<file path="config.mk">
export PLATFORM = sky130hd
export DESIGN_NAME = acch_device_flat
export DESIGN_NICKNAME = d
export VERILOG_FILES = /design/src/hw/acch_pkg.sv /design/src/hw/acch_if.sv /design/src/hw/acch_device.sv /design/src/flat_wrapper.sv
export VERILOG_INCLUDE_DIRS = /design/src /design/src/hw
export SDC_FILE = /design/constraint.sdc
export NUM_CORES = 1
export LEC_CHECK = 0
export ABC_AREA = 1
export BUFFER_PORTS_ARGS = -buffer_cell sky130_fd_sc_hd__buf_2
export CAP_MARGIN = 20
export CORE_UTILIZATION = 30
export DETAILED_ROUTE_END_ITERATION = 7
export PLACE_DENSITY = 0.53
export REMOVE_ABC_BUFFERS = 1
export SLEW_MARGIN = 10
export SYNTH_ARGS = -nofsm -noshare
export SYNTH_HDL_FRONTEND = slang
export SYNTH_SLANG_ARGS = --single-unit
</file>
<file path="constraint.sdc">
create_clock -name core_clk -period 1.6 [get_ports core_clk]
set_input_delay 0 -clock core_clk [delete_from_list [all_inputs] [get_ports core_clk]]
set_output_delay 0 -clock core_clk [all_outputs]
set_load 0.05 [all_outputs]
</file>
<file path="src/hw/acch_consts.svh">
`ifndef ACCH_CONSTS_SVH
`define ACCH_CONSTS_SVH

// channel code carried by every request and reply of this converter channel
`define ACCH_CHANNEL 8'h14

// command codes, newer revision
`define ACCH_V2_GO 8'h02
`define ACCH_V2_SEL_WR 8'h50
`define ACCH_V2_SEL_RD 8'h51
`define ACCH_V2_MASK_WR 8'h60
`define ACCH_V2_MASK_RD 8'h61
`define ACCH_V2_GAIN_WR 8'h10
`define ACCH_V2_GAIN_RD 8'h11
`define ACCH_V2_DATA_RD 8'h21
`define ACCH_V2_RAW_RD 8'h31
`define ACCH_V2_OFS_RD 8'h41

// command codes, older revision
`define ACCH_V1_GO 8'hB2
`define ACCH_V1_SEL_WR 8'h30
`define ACCH_V1_SEL_RD 8'h31
`define ACCH_V1_MASK_WR 8'h40
`define ACCH_V1_MASK_RD 8'h41

// payload size field values
`define ACCH_LEN_ONE 8'h01
`define ACCH_LEN_TWO 8'h02
`define ACCH_LEN_FOUR 8'h04

// reply flag byte values
`define ACCH_FLAG_OK 8'h00
`define ACCH_FLAG_BADCMD 8'h10
`define ACCH_FLAG_BUSY 8'h40

// reset values of the channel registers
`define ACCH_SEL_RESET 6'h00
`define ACCH_MASK_RESET 32'h00000000

// master register offsets on its software port
`define ACCH_OFS_CMD 4'h0
`define ACCH_OFS_TXDATA 4'h4
`define ACCH_OFS_RXDATA 4'h8
`define ACCH_OFS_STATUS 4'hC

`endif

</file>
<file path="src/hw/acch_pkg.sv">
package acch_pkg;
  // device sequencing: idle, or converting until the result reply is out
  typedef enum logic [1:0] {
    ACCH_DEV_IDLE = 2'b01,
    ACCH_DEV_CONV = 2'b10
  } acch_dev_state_e;

  // master sequencing: idle, or waiting for the reply of its request
  typedef enum logic [1:0] {
    ACCH_MST_IDLE = 2'b01,
    ACCH_MST_WAIT = 2'b10
  } acch_mst_state_e;

  typedef logic [7:0] acch_byte_t;
endpackage : acch_pkg

</file>
<file path="src/hw/acch_if.sv">
`timescale 1ns/1ns
`default_nettype none
interface acch_if (
  input wire logic core_clk // shared core clock
);
  logic req_valid;
  acch_pkg::acch_byte_t req_ch;
  acch_pkg::acch_byte_t req_trn;
  acch_pkg::acch_byte_t req_len;
  acch_pkg::acch_byte_t req_cmd;
  logic [31:0] req_data;
  logic rsp_valid;
  acch_pkg::acch_byte_t rsp_ch;
  acch_pkg::acch_byte_t rsp_trn;
  acch_pkg::acch_byte_t rsp_len;
  acch_pkg::acch_byte_t rsp_flag;
  logic [31:0] rsp_data;

  modport dev (
    input req_valid, req_ch, req_trn, req_len, req_cmd, req_data,
    output rsp_valid, rsp_ch, rsp_trn, rsp_len, rsp_flag, rsp_data
  );
  modport mst (
    output req_valid, req_ch, req_trn, req_len, req_cmd, req_data,
    input rsp_valid, rsp_ch, rsp_trn, rsp_len, rsp_flag, rsp_data
  );
endinterface : acch_if
`default_nettype wire

</file>
<file path="src/hw/acch_device.sv">
// The register offsets and the strobed register port were chosen for this implementation.
`timescale 1ns/1ns
`default_nettype none
`include "acch_consts.svh"
module acch_device #(
  parameter int REVISION = 2 // 1 older code map, 2 newer code map
) (
  input wire logic core_clk, // core clock
  input wire logic rst_n, // synchronous reset, active low
  acch_if.dev link, // request and reply packets
  output logic conv_start, // one-cycle start pulse to the converter core
  output logic [5:0] input_line_select, // selected input line
  output logic [31:0] pad_current_source_enable, // per-pad source enables
  output logic [15:0] gain_factor, // gain calibration factor
  output logic conv_busy, // a conversion is in progress
  input wire logic [15:0] fuse_gain, // production gain from fuses
  input wire logic conv_done, // one-cycle end of conversion pulse
  input wire logic [11:0] conv_corrected, // offset and gain corrected result
  input wire logic [11:0] conv_raw, // uncorrected result
  input wire logic [11:0] conv_offset, // offset measured in the conversion
  input wire logic conv_overflow // input exceeded full scale
);
  localparam bit IS_V2 = (REVISION == 2);

  // result word: value in bits 11:0, overflow in bit 12
  function automatic logic [31:0] pack_result(input logic [11:0] val, input logic ovf);
    return {19'h00000, ovf, val};
  endfunction : pack_result

  acch_pkg::acch_dev_state_e state_reg;
  acch_pkg::acch_dev_state_e state_next;
  logic [5:0] sel_reg;
  logic [31:0] mask_reg;
  logic [15:0] gain_reg;
  logic gain_loaded_reg;
  logic start_reg;
  logic done_pend_reg;
  logic [7:0] go_trn_reg;
  logic [11:0] latest_reg;
  logic [11:0] raw_reg;
  logic [11:0] ofs_reg;
  logic ovf_reg;
  logic rsp_valid_reg;
  logic [7:0] rsp_trn_reg;
  logic [7:0] rsp_len_reg;
  logic [7:0] rsp_flag_reg;
  logic [31:0] rsp_data_reg;

  // request decode against the chosen code map
  wire ours = link.req_valid && (link.req_ch == `ACCH_CHANNEL);
  wire [7:0] cmd = link.req_cmd;
  wire converting = (state_reg == acch_pkg::ACCH_DEV_CONV);
  wire hit_go = IS_V2 ? (cmd == `ACCH_V2_GO) : (cmd == `ACCH_V1_GO);
  wire hit_sel_wr = IS_V2 ? (cmd == `ACCH_V2_SEL_WR) : (cmd == `ACCH_V1_SEL_WR);
  wire hit_sel_rd = IS_V2 ? (cmd == `ACCH_V2_SEL_RD) : (cmd == `ACCH_V1_SEL_RD);
  wire hit_mask_wr = IS_V2 ? (cmd == `ACCH_V2_MASK_WR) : (cmd == `ACCH_V1_MASK_WR);
  wire hit_mask_rd = IS_V2 ? (cmd == `ACCH_V2_MASK_RD) : (cmd == `ACCH_V1_MASK_RD);
  wire hit_gain_wr = IS_V2 && (cmd == `ACCH_V2_GAIN_WR);
  wire hit_gain_rd = IS_V2 && (cmd == `ACCH_V2_GAIN_RD);
  wire hit_data_rd = IS_V2 && (cmd == `ACCH_V2_DATA_RD);
  wire hit_raw_rd = IS_V2 && (cmd == `ACCH_V2_RAW_RD);
  wire hit_ofs_rd = IS_V2 && (cmd == `ACCH_V2_OFS_RD);
  wire hit_write = hit_sel_wr || hit_mask_wr || hit_gain_wr;
  wire hit_read = hit_sel_rd || hit_mask_rd || hit_gain_rd || hit_data_rd || hit_raw_rd || hit_ofs_rd;
  wire known = hit_go || hit_write || hit_read;
  wire exec = ours && !converting && known;
  wire reject_busy = ours && converting;
  wire reject_bad = ours && !converting && !known;
  // the result waits for a cycle in which no request needs the reply slot
  wire send_result = converting && done_pend_reg && !ours;

  wire [7:0] len_write = IS_V2 ? `ACCH_LEN_ONE : `ACCH_LEN_TWO;
  wire [7:0] len_go = IS_V2 ? `ACCH_LEN_FOUR : `ACCH_LEN_TWO;
  // overflow only exists in the older map; the newer reply is 12 bits
  wire ovf_bit = !IS_V2 && ovf_reg;

  // read data selection, values in the low bytes
  wire [31:0] read_data =
    hit_sel_rd ? {26'h0000000, sel_reg} :
    hit_mask_rd ? mask_reg :
    hit_gain_rd ? {16'h0000, gain_reg} :
    hit_data_rd ? pack_result(latest_reg, 1'b0) :
    hit_raw_rd ? pack_result(raw_reg, 1'b0) :
    hit_ofs_rd ? pack_result(ofs_reg, 1'b0) :
    32'h00000000;

  // reply fields for this cycle
  wire rsp_fire = send_result || (ours && !(exec && hit_go));
  wire [7:0] rsp_trn_next = send_result ? go_trn_reg : link.req_trn;
  wire [7:0] rsp_len_next =
    send_result ? len_go :
    (exec && hit_read) ? `ACCH_LEN_FOUR :
    (exec && hit_write) ? len_write :
    `ACCH_LEN_ONE;
  wire [7:0] rsp_flag_next =
    reject_busy ? `ACCH_FLAG_BUSY :
    reject_bad ? `ACCH_FLAG_BADCMD :
    `ACCH_FLAG_OK;
  wire [31:0] rsp_data_next =
    send_result ? pack_result(latest_reg, ovf_bit) :
    (exec && hit_read) ? read_data :
    32'h00000000;

  // state sequencing: start enters conversion, sent result leaves it
  always_comb begin
    state_next = state_reg;
    case (state_reg)
      acch_pkg::ACCH_DEV_IDLE: begin
        if (exec && hit_go) begin
          state_next = acch_pkg::ACCH_DEV_CONV;
        end
      end
      acch_pkg::ACCH_DEV_CONV: begin
        if (send_result) begin
          state_next = acch_pkg::ACCH_DEV_IDLE;
        end
      end
      default: begin
        state_next = acch_pkg::ACCH_DEV_IDLE;
      end
    endcase
  end

  // sequencer, start pulse and end-of-conversion bookkeeping
  always_ff @(posedge core_clk) begin
    if (!rst_n) begin
      state_reg <= acch_pkg::ACCH_DEV_IDLE;
      start_reg <= 1'b0;
      done_pend_reg <= 1'b0;
      go_trn_reg <= 8'h00;
    end else begin
      state_reg <= state_next;
      start_reg <= exec && hit_go;
      if (exec && hit_go) begin
        go_trn_reg <= link.req_trn;
      end
      if (converting && conv_done) begin
        done_pend_reg <= 1'b1;
      end else if (send_result) begin
        done_pend_reg <= 1'b0;
      end
    end
  end

  // conversion results kept for the reply and later reads
  always_ff @(posedge core_clk) begin
    if (!rst_n) begin
      latest_reg <= 12'h000;
      raw_reg <= 12'h000;
      ofs_reg <= 12'h000;
      ovf_reg <= 1'b0;
    end else if (converting && conv_done) begin
      latest_reg <= conv_corrected;
      raw_reg <= conv_raw;
      ofs_reg <= conv_offset;
      ovf_reg <= conv_overflow;
    end
  end

  // selector and source mask; multiple set mask bits are not blocked
  always_ff @(posedge core_clk) begin
    if (!rst_n) begin
      sel_reg <= `ACCH_SEL_RESET;
      mask_reg <= `ACCH_MASK_RESET;
    end else begin
      if (exec && hit_sel_wr) begin
        sel_reg <= link.req_data[5:0];
      end
      if (exec && hit_mask_wr) begin
        mask_reg <= link.req_data;
      end
    end
  end

  // gain: fuse value taken in the first cycle after reset, writes override
  always_ff @(posedge core_clk) begin
    if (!rst_n) begin
      gain_loaded_reg <= 1'b0;
      gain_reg <= 16'h0000;
    end else if (!gain_loaded_reg) begin
      gain_loaded_reg <= 1'b1;
      gain_reg <= fuse_gain;
    end else if (exec && hit_gain_wr) begin
      gain_reg <= link.req_data[15:0];
    end
  end

  // reply register: one reply per cycle at most
  always_ff @(posedge core_clk) begin
    if (!rst_n) begin
      rsp_valid_reg <= 1'b0;
      rsp_trn_reg <= 8'h00;
      rsp_len_reg <= 8'h00;
      rsp_flag_reg <= 8'h00;
      rsp_data_reg <= 32'h00000000;
    end else begin
      rsp_valid_reg <= rsp_fire;
      rsp_trn_reg <= rsp_trn_next;
      rsp_len_reg <= rsp_len_next;
      rsp_flag_reg <= rsp_flag_next;
      rsp_data_reg <= rsp_data_next;
    end
  end

  // outputs straight from flops, except the reply channel, which is the constant channel code
  assign link.rsp_valid = rsp_valid_reg;
  assign link.rsp_ch = `ACCH_CHANNEL;
  assign link.rsp_trn = rsp_trn_reg;
  assign link.rsp_len = rsp_len_reg;
  assign link.rsp_flag = rsp_flag_reg;
  assign link.rsp_data = rsp_data_reg;
  assign conv_start = start_reg;
  assign input_line_select = sel_reg;
  assign pad_current_source_enable = mask_reg;
  assign gain_factor = gain_reg;
  assign conv_busy = state_reg[1];
endmodule : acch_device
`default_nettype wire

</file>
<file path="src/flat_wrapper.sv">
// flat-port wrapper written by rule: the top's interface ports become plain ports
module acch_device_flat 
#(
  parameter int REVISION = 2                                      
)
  (core_clk, rst_n, conv_start, input_line_select, pad_current_source_enable, gain_factor, conv_busy, fuse_gain, conv_done, conv_corrected, conv_raw, conv_offset, conv_overflow, link_req_valid, link_req_ch, link_req_trn, link_req_len, link_req_cmd, link_req_data, link_rsp_valid, link_rsp_ch, link_rsp_trn, link_rsp_len, link_rsp_flag, link_rsp_data);
  acch_if link_i (.core_clk(core_clk));
  input wire logic core_clk;
  input wire logic rst_n;
  output logic conv_start;
  output logic [5:0] input_line_select;
  output logic [31:0] pad_current_source_enable;
  output logic [15:0] gain_factor;
  output logic conv_busy;
  input wire logic [15:0] fuse_gain;
  input wire logic conv_done;
  input wire logic [11:0] conv_corrected;
  input wire logic [11:0] conv_raw;
  input wire logic [11:0] conv_offset;
  input wire logic conv_overflow;
  input wire logic [$bits(link_i.req_valid)-1:0] link_req_valid;
  input wire logic [$bits(link_i.req_ch)-1:0] link_req_ch;
  input wire logic [$bits(link_i.req_trn)-1:0] link_req_trn;
  input wire logic [$bits(link_i.req_len)-1:0] link_req_len;
  input wire logic [$bits(link_i.req_cmd)-1:0] link_req_cmd;
  input wire logic [$bits(link_i.req_data)-1:0] link_req_data;
  output wire logic [$bits(link_i.rsp_valid)-1:0] link_rsp_valid;
  output wire logic [$bits(link_i.rsp_ch)-1:0] link_rsp_ch;
  output wire logic [$bits(link_i.rsp_trn)-1:0] link_rsp_trn;
  output wire logic [$bits(link_i.rsp_len)-1:0] link_rsp_len;
  output wire logic [$bits(link_i.rsp_flag)-1:0] link_rsp_flag;
  output wire logic [$bits(link_i.rsp_data)-1:0] link_rsp_data;
  assign link_i.req_valid = link_req_valid;
  assign link_i.req_ch = link_req_ch;
  assign link_i.req_trn = link_req_trn;
  assign link_i.req_len = link_req_len;
  assign link_i.req_cmd = link_req_cmd;
  assign link_i.req_data = link_req_data;
  assign link_rsp_valid = link_i.rsp_valid;
  assign link_rsp_ch = link_i.rsp_ch;
  assign link_rsp_trn = link_i.rsp_trn;
  assign link_rsp_len = link_i.rsp_len;
  assign link_rsp_flag = link_i.rsp_flag;
  assign link_rsp_data = link_i.rsp_data;
  acch_device #(.REVISION(REVISION)) u_core (.core_clk(core_clk), .rst_n(rst_n), .link(link_i), .conv_start(conv_start), .input_line_select(input_line_select), .pad_current_source_enable(pad_current_source_enable), .gain_factor(gain_factor), .conv_busy(conv_busy), .fuse_gain(fuse_gain), .conv_done(conv_done), .conv_corrected(conv_corrected), .conv_raw(conv_raw), .conv_offset(conv_offset), .conv_overflow(conv_overflow));
endmodule
</file>
==> metrics.cfg, run 1 <==
[critical_path]
r2r_cells=9
arrival_ns=1.81
crit-reg2reg-capture=u_core.pad_current_source_enable[26]
critPathMaxFanout=36
rrSetupSlack_ns=0.11
crit_required_ns=1.93
worstSetupEndpointType=flop
r2r_start=u_core.state_reg[1]
crit_path_start_kind=flop
criticalPathCategory=flop to flop

[run]
drv_cap=0

[timing]
timing.fmax_mhz=673
slew_violations=0
finalCriticalPeriod_ns=1.49
clock-skew-final_ns=0.00702
min_period_over_period_pct=92.8
holdWs_ns=0.0165
fin_tns_setup_ns=0
setup_violations=0
final_hold_viol_count=0

[synthesis]
synth_top_area_share_pct=46.1
ys.flop_type=dfxtp_1
synth_edf_count=0
yosys.area_share.xor_xnor_pct=0
synth_fa_ha_area_share_pct=0
synth_mux_area_share_pct=2.80
synth_largest_area_cell=dfxtp_1
synth-compound-area-share_pct=8.20
ys_top_cells_by_area=dfxtp_1 (46%), nand2_1 (13%), nor2_1 (10%)
yosysSeqAreaShare_pct=46.1
avgSynthCellArea_um2=7.01
synthSimpleGateAreaFrac_pct=32.1
synth.ff_latch_count=148
syn_area_um2=6420
synth_top_family_by_area=simple AND/OR/NAND/NOR gates
synth.most_common_cell=nand2_1
synth_warnings=0
netlist_top_cells_count=nand2_1 (215), nor2_1 (174), dfxtp_1 (148), inv_1 (80), nand3_1 (78)
synth_cell_types=26
async_flop_share_pct=0
synthCells=917

[route]
ant_nets=0
drtIter0Drc=187
drt-pass1-iter-count=4
via_per_inst=4.33
wl_mm=20.7
wire_per_inst_um=13.5
num_vias=6623
drc=0

[worst_hold_path]
hold_path_class=input pin to flop
holdCritStartpoint=link_req_valid
min_to=u_core.link.rsp_flag[4]
hold_depth=5

[finish]
fin_nets=1358
fill_cells=2148
drive_gt1_share_pct=25.7
syn_to_final_growth_pct=48.2

[clock_tree]
cts_tree=yes
root_buffer=clkbuf_16
clock-sinks=148
cts.clk_slew.worst_paths_ns=0.07
cts_buffers=17
cts_buffer_depth=2
worstSkewPairLatency_ns=0.43
cts_max_level=4

[placed_design]
place_hpwl_mm=14.5
gp_congestion=0.763
portBuffers=212

[power_and_ir_drop]
p_clk_share_pct=45.9
swShare_pct=26.1
p_int_mw=6.43
seqPwrFrac_pct=43.3
power.switching_mw=2.27
p_per_area_nw_per_um2=914
worst_ir_drop_vdd_mv=0.648
leakage_nw=4.71
power_frac_comb_pct=10.9

[die]
die-area_um2=22000
design.core.area_um2=21000
die_h_um=148
die_x_um=148
rows=53
initial_utilization_pct=30.6
pin_count=242

[outcome]
outcome=complete, no violations

[grt]
antenna_found_initial=5
grt_max_degree=47
grt_pass1_wl_mm=32.2
gr-total-overflow=0
grt_pass1_vias=6293
grt_use_total_pct=19.1

==> placed cells by master (no fill, tap or decap), types with 3 or more instances in the layout <==
cell           synthesis  layout
nor2_2                 2       3
o21ai_0               37      35
clkinvlp_4             0       3
diode_2                0       4
conb_1                 2      20
a21oi_1               59      59
inv_6                  0       4
nor2_1               174     173
clkbuf_16              0      17
clkinv_2               0       3
nand3_1               78      77
nand3_2                2       3
dfxtp_1              148     148
buf_2                 12     212
dlygate4sd3_1          0      97
mux2_2                16      16
nor3_1                 3       3
nand2_2                4       4
nand3b_1              12      12
buf_12                 0       7
inv_2                  5       6
inv_1                 80      79
nand2_1              215     215
o22ai_1                6       6
buf_4                 25      33
==> worst max-delay path, stage by stage, from the launching register on <==
cell and delay, ns:
dfxtp_1 0.31, inv_1 0.07, nor2_2 0.04, inv_1 0.12, nand4_4 0.17, inv_2 0.15
nand3_4 0.12, buf_12 0.19, nor2_1 0.12, nor2_1 0.06
==> layer usage <==
metal	wire length, um	vias up	global-route usage, %
li1	-	3493	-
met1	9500	2913	24.1
met2	9580	194	31.6
met3	1420	21	5.31
met4	210	2	5.52
met5	8	-	0
==> power by group through the flow <==
stage          logic [mW]  clock network, mW  registers, mW
3_5_place_dp        0.763                  0           3.85
5_1_grt              1.02               4.24           3.77
4_1_cts             0.945               4.08           3.76
2_1_floorplan       0.263                  0           4.00
3_3_place_gp        0.762                  0           3.85
6_report            0.945               3.99           3.76
==> worst max-delay path by stage <==
stage                                    from  depth (start not counted)  slack (ns)                                   end
final                     u_core.state_reg[1]                          9        0.11  u_core.pad_current_source_enable[26]
after global placement        link_req_cmd[1]                         10        0.05              u_core.link.rsp_data[18]
after global routing      u_core.state_reg[1]                         10      -0.006  u_core.pad_current_source_enable[10]
after detailed placement      link_req_cmd[6]                         12        0.03  u_core.pad_current_source_enable[26]
after CTS                 u_core.state_reg[1]                          8        0.07              u_core.link.rsp_data[12]
after floorplan           u_core.state_reg[1]                          5       -1.54                    u_core.ofs_reg[11]
==> through the flow <==
stage                     util [%]  cell area, um2  std cells  setup WS (ns)  power [mW]
after floorplan                  -            6130        867          -1.54        4.26
after global placement        37.8            7940       1396         0.0518        4.61
after detailed placement      37.8            7940       1396         0.0257        4.61
after CTS                     45.1            9490       1525         0.0699        8.79
after global routing          45.3            9510       1526       -0.00578        9.03
final                         45.3            9520       1529          0.115        8.70
==> cell families (layout without fill, tap and decap cells) <==
group / after synthesis / count (layout)
AO/OA/AOI/OAI: 103 / 103
buffers and inverters: 154 / 469
flip-flops: 148 / 148
multiplexers: 16 / 16
other: 2 / 24
AND/OR/NAND/NOR: 494 / 494
==> layout make-up <==
| cell class | count | area, um2 | share of cell area [%] |
|---|---|---|---|
| multi-input combinational | 633 | 2860 | 30.0 |
| timing repair buffer | 351 | 2440 | 25.7 |
| clock buffer | 18 | 429 | 4.51 |
| antenna | 4 | 10.0 | 0.105 |
| tap | 275 | 344 | 3.61 |
| inverter | 86 | 323 | 3.39 |
| clock inverter | 14 | 150 | 1.58 |
| sequential | 148 | 2960 | 31.1 |
==> repair_timing <==
action                                  4_1_cts  5_1_grt
buffers inserted                              0        0
endpoints found under the hold margin       108        0
endpoints found under the setup margin        0       32
hold buffers                                 97        0
resized for setup                             0        7
Power figures use the tool's default switching activity.
==> run 2, diff against run 1 <==
- RECOVER_POWER: default -> 50
==> run 2 against run 1 <==
  * Highest routed layer unchanged
  * Clock-buffer cell count unchanged
  * Sequential share of layout area grew 0.44 points
  * Setup slack got worse by 0.014 ns
  * Critical path type unchanged
  * Combinational power fell by 1%
==> metrics.cfg, run 2 (synthesis gave the netlist of run 1 again) <==
[route]
drt-pass1-iter-count=4  ; unchanged
route.met3.wl_mm=1.45  ; was 1.42 mm
wl_met2_mm=9.53  ; was 9.58 mm
drt-met1-wl_mm=9.58  ; was 9.50 mm
drc=0  ; unchanged
via_per_inst=4.36  ; was 4.33
drtIter0Drc=170  ; was 187
wire_per_inst_um=13.6  ; was 13.5 um
top_layer=met5  ; unchanged
wl_mm=20.8  ; was 20.7 mm
num_vias=6663  ; was 6,623
ant_nets=0  ; unchanged

[timing]
setup_violations=0  ; unchanged
worst_slew_pin_slew_ns=0.676
min_period_over_period_pct=93.7  ; was 92.8%
finalCriticalPeriod_ns=1.50  ; was 1.49 ns
max_slew_margin_pct=55.2
slew_violations=0  ; unchanged
final_hold_viol_count=0  ; unchanged
holdWs_ns=0.0223  ; was 0.0165 ns
clock-skew-final_ns=0.00753  ; was 0.00702 ns
timing.fmax_mhz=667  ; was 673 MHz
fin_tns_setup_ns=0  ; unchanged

[die]
die-area_um2=22000  ; unchanged
die_h_um=148  ; unchanged
design.core.area_um2=21000  ; unchanged
die_x_um=148  ; unchanged
initial_utilization_pct=30.6  ; unchanged
rows=53  ; unchanged
pin_count=242  ; unchanged

[critical_path]
criticalPathCategory=flop to flop  ; unchanged
worstSetupEndpointType=flop  ; unchanged
arrival_ns=1.85  ; was 1.81 ns
crit_required_ns=1.95  ; was 1.93 ns
critPathMaxFanout=4  ; was 36
crit_path_start_kind=flop  ; unchanged

[outcome]
outcome=complete, no violations  ; unchanged

[power_and_ir_drop]
power.switching_mw=2.26  ; was 2.27 mW
seqPwrFrac_pct=43.4  ; was 43.3%
p_per_area_nw_per_um2=924  ; was 914 nW/um2
worst_ir_drop_vdd_mv=0.648  ; about the same
p_int_mw=6.42  ; was 6.43 mW
leakage_nw=4.28  ; was 4.71 nW
power_frac_comb_pct=10.7  ; was 10.9%
swShare_pct=26.1  ; about the same
p_clk_share_pct=45.9  ; about the same

[run]
drv_cap=0  ; unchanged

[clock_tree]
cts_tree=yes  ; unchanged
root_buffer=clkbuf_16  ; unchanged
clock-sinks=148  ; unchanged
worstSkewPairLatency_ns=0.43  ; about the same
cts.clk_slew.worst_paths_ns=0.06  ; was 0.07 ns
cts_buffer_depth=2  ; unchanged
cts_buffers=17  ; unchanged
cts_max_level=4  ; unchanged

[grt]
grt_pass1_vias=6293  ; unchanged
gr-total-overflow=0  ; unchanged
grt_use_total_pct=19.1  ; unchanged
grt_max_degree=47  ; unchanged
antenna_found_initial=5  ; unchanged
grt_pass1_wl_mm=32.2  ; unchanged

[worst_hold_path]
hold_path_class=input pin to flop  ; unchanged

[finish]
stdcell_area_um2=9390  ; was 9520 um2
fin_cells=1529  ; unchanged
fin_nets=1358  ; unchanged
final_cell_mix=nand2_1 (215), nor2_1 (173), dfxtp_1 (148)  ; was nand2_1 (215), buf_2 (212), nor2_1 (173)
mostFrequentLayoutCell=nand2_1  ; unchanged
regArea_um2=2960  ; unchanged
fill_cells=2207  ; was 2,148
drive_gt1_share_pct=17.5  ; was 25.7%
syn_to_final_growth_pct=46.1  ; was 48.2%
multiInputGateArea_um2=2860  ; unchanged

[placed_design]
portBuffers=212  ; unchanged
gp_congestion=0.763  ; unchanged
dp_cells=1396  ; unchanged
dpl_cell_area_um2=7940  ; unchanged
place_hpwl_mm=14.5  ; unchanged

[run 2: cell types whose count changed in the layout (fill, tap and decap cells not counted), sizes merged]
cell,before,now
buf,254,151
clkbuf,18,121
[run 2: metrics by stage]
step                setup slack, ns  total power [mW]  utilization (%)
finish                        0.101              8.68             44.7
global route               -0.00578              9.01             44.6
CTS                          0.0699              8.79             45.1
detailed placement           0.0257              4.61             37.8
global placement             0.0518              4.61             37.8
floorplan                     -1.54              4.26                -
[run 2: metal layers]
metal	global-route usage, %	vias up
met4	5.52	2
li1	-	3492
met3	5.31	23
met5	0	-
met1	24.1	2931
met2	31.6	215
[run 2: power groups by stage]
stage	combinational (mW)	clock, mW	sequential [mW]
after floorplan	0.263	0	4.00
after global placement	0.762	0	3.85
after detailed placement	0.763	0	3.85
after CTS	0.945	4.08	3.76
after global routing	1.01	4.24	3.77
final	0.933	3.98	3.76
[run 2: path summary, 6_finish.rpt]
| path | to | slack, ns | depth (start not counted) | startpoint |
|---|---|---|---|---|
| hold reg to reg | u_core.ofs_reg[11] | 0.45 | 2 | u_core.ofs_reg[11] |
| setup / recovery | u_core.link.rsp_data[12] | 0.10 | 8 | u_core.state_reg[1] |
| setup reg to reg | u_core.link.rsp_data[12] | 0.10 | 8 | u_core.state_reg[1] |
| hold / removal | u_core.link.rsp_flag[4] | 0.02 | 5 | link_req_valid |
[run 2: critical path, cell delays in order (launching register included)]
cell and delay (ns):
dfxtp_1 0.31, inv_1 0.07, nor2_2 0.04, inv_1 0.12, nand4_4 0.17, nor2_2 0.22
buf_4 0.14, nand3_1 0.15, a21oi_1 0.18
[run 2: what timing repair did]
item / in CTS / in global routing
buffers inserted: 0 / 0
hold buffers: 97 / 0
resized for setup: 0 / 7
hold endpoints to repair: 108 / 0
endpoints found under the setup margin: 0 / 32
[run 2: cell type report]
cell class | count | share of cell area [%]
flip-flops and latches | 148 | 31.6
multi-input cells | 633 | 30.5
repair buffers | 351 | 24.6
clock buffers | 18 | 4.57
well taps | 275 | 3.67
inverters | 86 | 3.44
clock inverters | 14 | 1.60
diodes | 4 | 0.107
==> run 3, diff against run 2 <==
==> constraint.sdc (replaced) <==
create_clock -name core_clk -period 1.6 [get_ports core_clk]
set_input_delay 0.24 -clock core_clk [delete_from_list [all_inputs] [get_ports core_clk]]
set_output_delay 0.24 -clock core_clk [all_outputs]
set_load 0.05 [all_outputs]
==> run 3 against run 2 <==
  * Power increased by 1.4%
  * First-iteration DRC count grew 37%
  * Combinational power down 18%
  * Register-to-register slack better by 0.04 ns
  * Setup slack better by 0.044 ns
==> metrics.cfg, run 3 (synthesis gave the netlist of run 1 again) <==
[timing]
rsz0062_at_grt=no
min_period_over_period_pct=91.0  ; was 93.7%
max_slew_margin_pct=59.5  ; was 55.2%
layout_setup_ws_ns=0.145  ; was 0.101 ns
finalCriticalPeriod_ns=1.46  ; was 1.50 ns
worst_slew_pin_slew_ns=0.611  ; was 0.676 ns
fin_tns_setup_ns=0  ; unchanged
clock-skew-final_ns=0.00618  ; was 0.00753 ns
setup_violations=0  ; unchanged
timing.fmax_mhz=687  ; was 667 MHz
slew_violations=0  ; unchanged
final_hold_viol_count=0  ; unchanged

[finish]
drive_gt1_share_pct=26.1  ; was 17.5%
fin_cells=1446  ; was 1,529
mostFrequentLayoutCell=nand2_1  ; unchanged
fin_nets=1277  ; was 1,358
syn_to_final_growth_pct=35.3  ; was 46.1%
final_cell_mix=nand2_1 (214), nor2_1 (174), dfxtp_1 (148)  ; was nand2_1 (215), nor2_1 (173), dfxtp_1 (148)

[placed_design]
dp_cells=1411  ; was 1,396
gp_congestion=0.785  ; was 0.763
place_hpwl_mm=14.6  ; was 14.5 mm
dpl_worst_slack_ns=-0.144  ; was 0.0257 ns
portBuffers=212  ; unchanged

[route]
drt-pass1-iter-count=6  ; was 4
ant_nets=0  ; unchanged
drc=0  ; unchanged
wl_mm=20.0  ; was 20.8 mm
via_per_inst=4.39  ; was 4.36
wire_per_inst_um=13.8  ; was 13.6 um
num_vias=6347  ; was 6,663
drtIter0Drc=233  ; was 170

[die]
pin_count=242  ; unchanged
rows=53  ; unchanged
initial_utilization_pct=30.6  ; unchanged
die-area_um2=22000  ; unchanged
design.core.area_um2=21000  ; unchanged
die_h_um=148  ; unchanged
die_x_um=148  ; unchanged

[grt]
grt_use_total_pct=18.0  ; was 19.1%
grt_max_degree=47  ; unchanged
grt_pass1_wl_mm=30.3  ; was 32.2 mm
gr-total-overflow=0  ; unchanged
grt_pass1_vias=5813  ; was 6,293
antenna_found_initial=4  ; was 5

[critical_path]
crit_path_start_kind=flop  ; unchanged
cp-startpoint=u_core.state_reg[1]  ; unchanged
crit_slowest_cell=dfxtp_1  ; unchanged
criticalPathCategory=flop to flop  ; unchanged
critPathMaxFanout=6  ; was 4
arrival_ns=1.79  ; was 1.85 ns
cpPeakStageDelay_ns=0.31  ; about the same
crit_required_ns=1.93  ; was 1.95 ns
crit_chain=inv_1 > nor2_2 > inv_2 > nand4_4 > nor2_2 > buf_4 > nand3_1 > a21oi_1  ; was inv_1 > nor2_2 > inv_1 > nand4_4 > nor2_2 > buf_4 > nand3_1 > a21oi_1
rrSetupSlack_ns=0.14  ; was 0.10 ns
crit-reg2reg-capture=u_core.link.rsp_data[6]  ; was u_core.link.rsp_data[12]
r2r_cells=8  ; unchanged
worstSetupEndpointType=flop  ; unchanged
path_common_cell=nor2_2
r2r_start=u_core.state_reg[1]  ; unchanged

[worst_hold_path]
holdCritStartpoint=link_req_data[18]  ; was link_req_valid
hold_path_class=input pin to flop  ; unchanged
min_to=u_core.pad_current_source_enable[18]  ; was u_core.link.rsp_flag[4]
hold_depth=3  ; was 5

[clock_tree]
cts_tree=yes  ; unchanged
cts_buffers=17  ; unchanged
worstSkewPairLatency_ns=0.42  ; was 0.43 ns
root_buffer=clkbuf_16  ; unchanged
cts_max_level=4  ; unchanged
cts.clk_slew.worst_paths_ns=0.06  ; about the same
clock-sinks=148  ; unchanged
cts_buffer_depth=2  ; unchanged

[power_and_ir_drop]
p_per_area_nw_per_um2=1010  ; was 924 nW/um2
worst_ir_drop_vdd_mv=0.584  ; was 0.648 mV
total_power_mw=8.80  ; was 8.68 mW
leakage_nw=4.22  ; was 4.28 nW

[outcome]
outcome=complete, no violations  ; unchanged

[run]
drv_cap=0  ; unchanged

-- run 3: changes by cell type in the layout (fill, tap and decap cells not counted), moves of 2 or more --
cell,change
clkinvlp_4,-2
buf_4,+16
inv_6,-3
dlygate4sd3_1,-97
clkbuf_1,-69
diode_2,-2
clkbuf_2,+68
bufinv_16,+2
-- run 3: area by class of cell --
class | instances | area (um2)
antenna | 2 | 5.00
clock buffer | 20 | 447
clock inverter | 12 | 178
fill | 2227 | 12300
inverter | 86 | 325
multi-input combinational | 633 | 2860
sequential | 148 | 2960
tap | 275 | 344
timing repair buffer | 270 | 1570
-- run 3: per-layer routing --
metal	vias to the layer above	wire length, um	GRT usage [%]
li1	3317	-	-
met3	23	1480	5.12
met4	4	273	5.72
met5	-	22	0
met2	224	8980	29.2
met1	2779	9210	23.1
-- run 3: worst max-delay path: cells and delay by family (launching register included) --
family                 cells  cell delay, ns
AO/OA/AOI/OAI              1            0.18
buffers and inverters      3            0.35
flip-flops                 1            0.31
AND/OR/NAND/NOR            4            0.53
-- run 3: what timing repair did --
action,CTS,global route
gates resized for setup,0,12
hold buffers,0,0
endpoints found under the setup margin,0,98
setup buffers,0,0
-- run 3: worst max-delay path by stage --
| stage | to | cells after the start |
|---|---|---|
| final | u_core.link.rsp_data[6] | 8 |
| after global placement | u_core.link.rsp_data[6] | 9 |
| after CTS | u_core.link.rsp_data[6] | 8 |
| after global routing | u_core.pad_current_source_enable[27] | 10 |
| after detailed placement | u_core.pad_current_source_enable[28] | 14 |
| after floorplan | u_core.ofs_reg[11] | 5 |
-- run 3: report_power, final --
group,internal (mW),switching (mW),total (mW)
clock network,2.66,1.60,4.26
logic,0.240,0.529,0.769
registers,3.73,0.0313,3.76
-- run 3: per-stage QoR --
step | cell area, um2 | util, % | hold WS, ns
after floorplan | 6130 | - | 0.268
after global placement | 8060 | 38.4 | 0.434
after detailed placement | 8060 | 38.4 | 0.436
after CTS | 8690 | 41.3 | 0.0194
after global routing | 8690 | 41.3 | 0.0328
final | 8690 | 41.4 | 0.0409
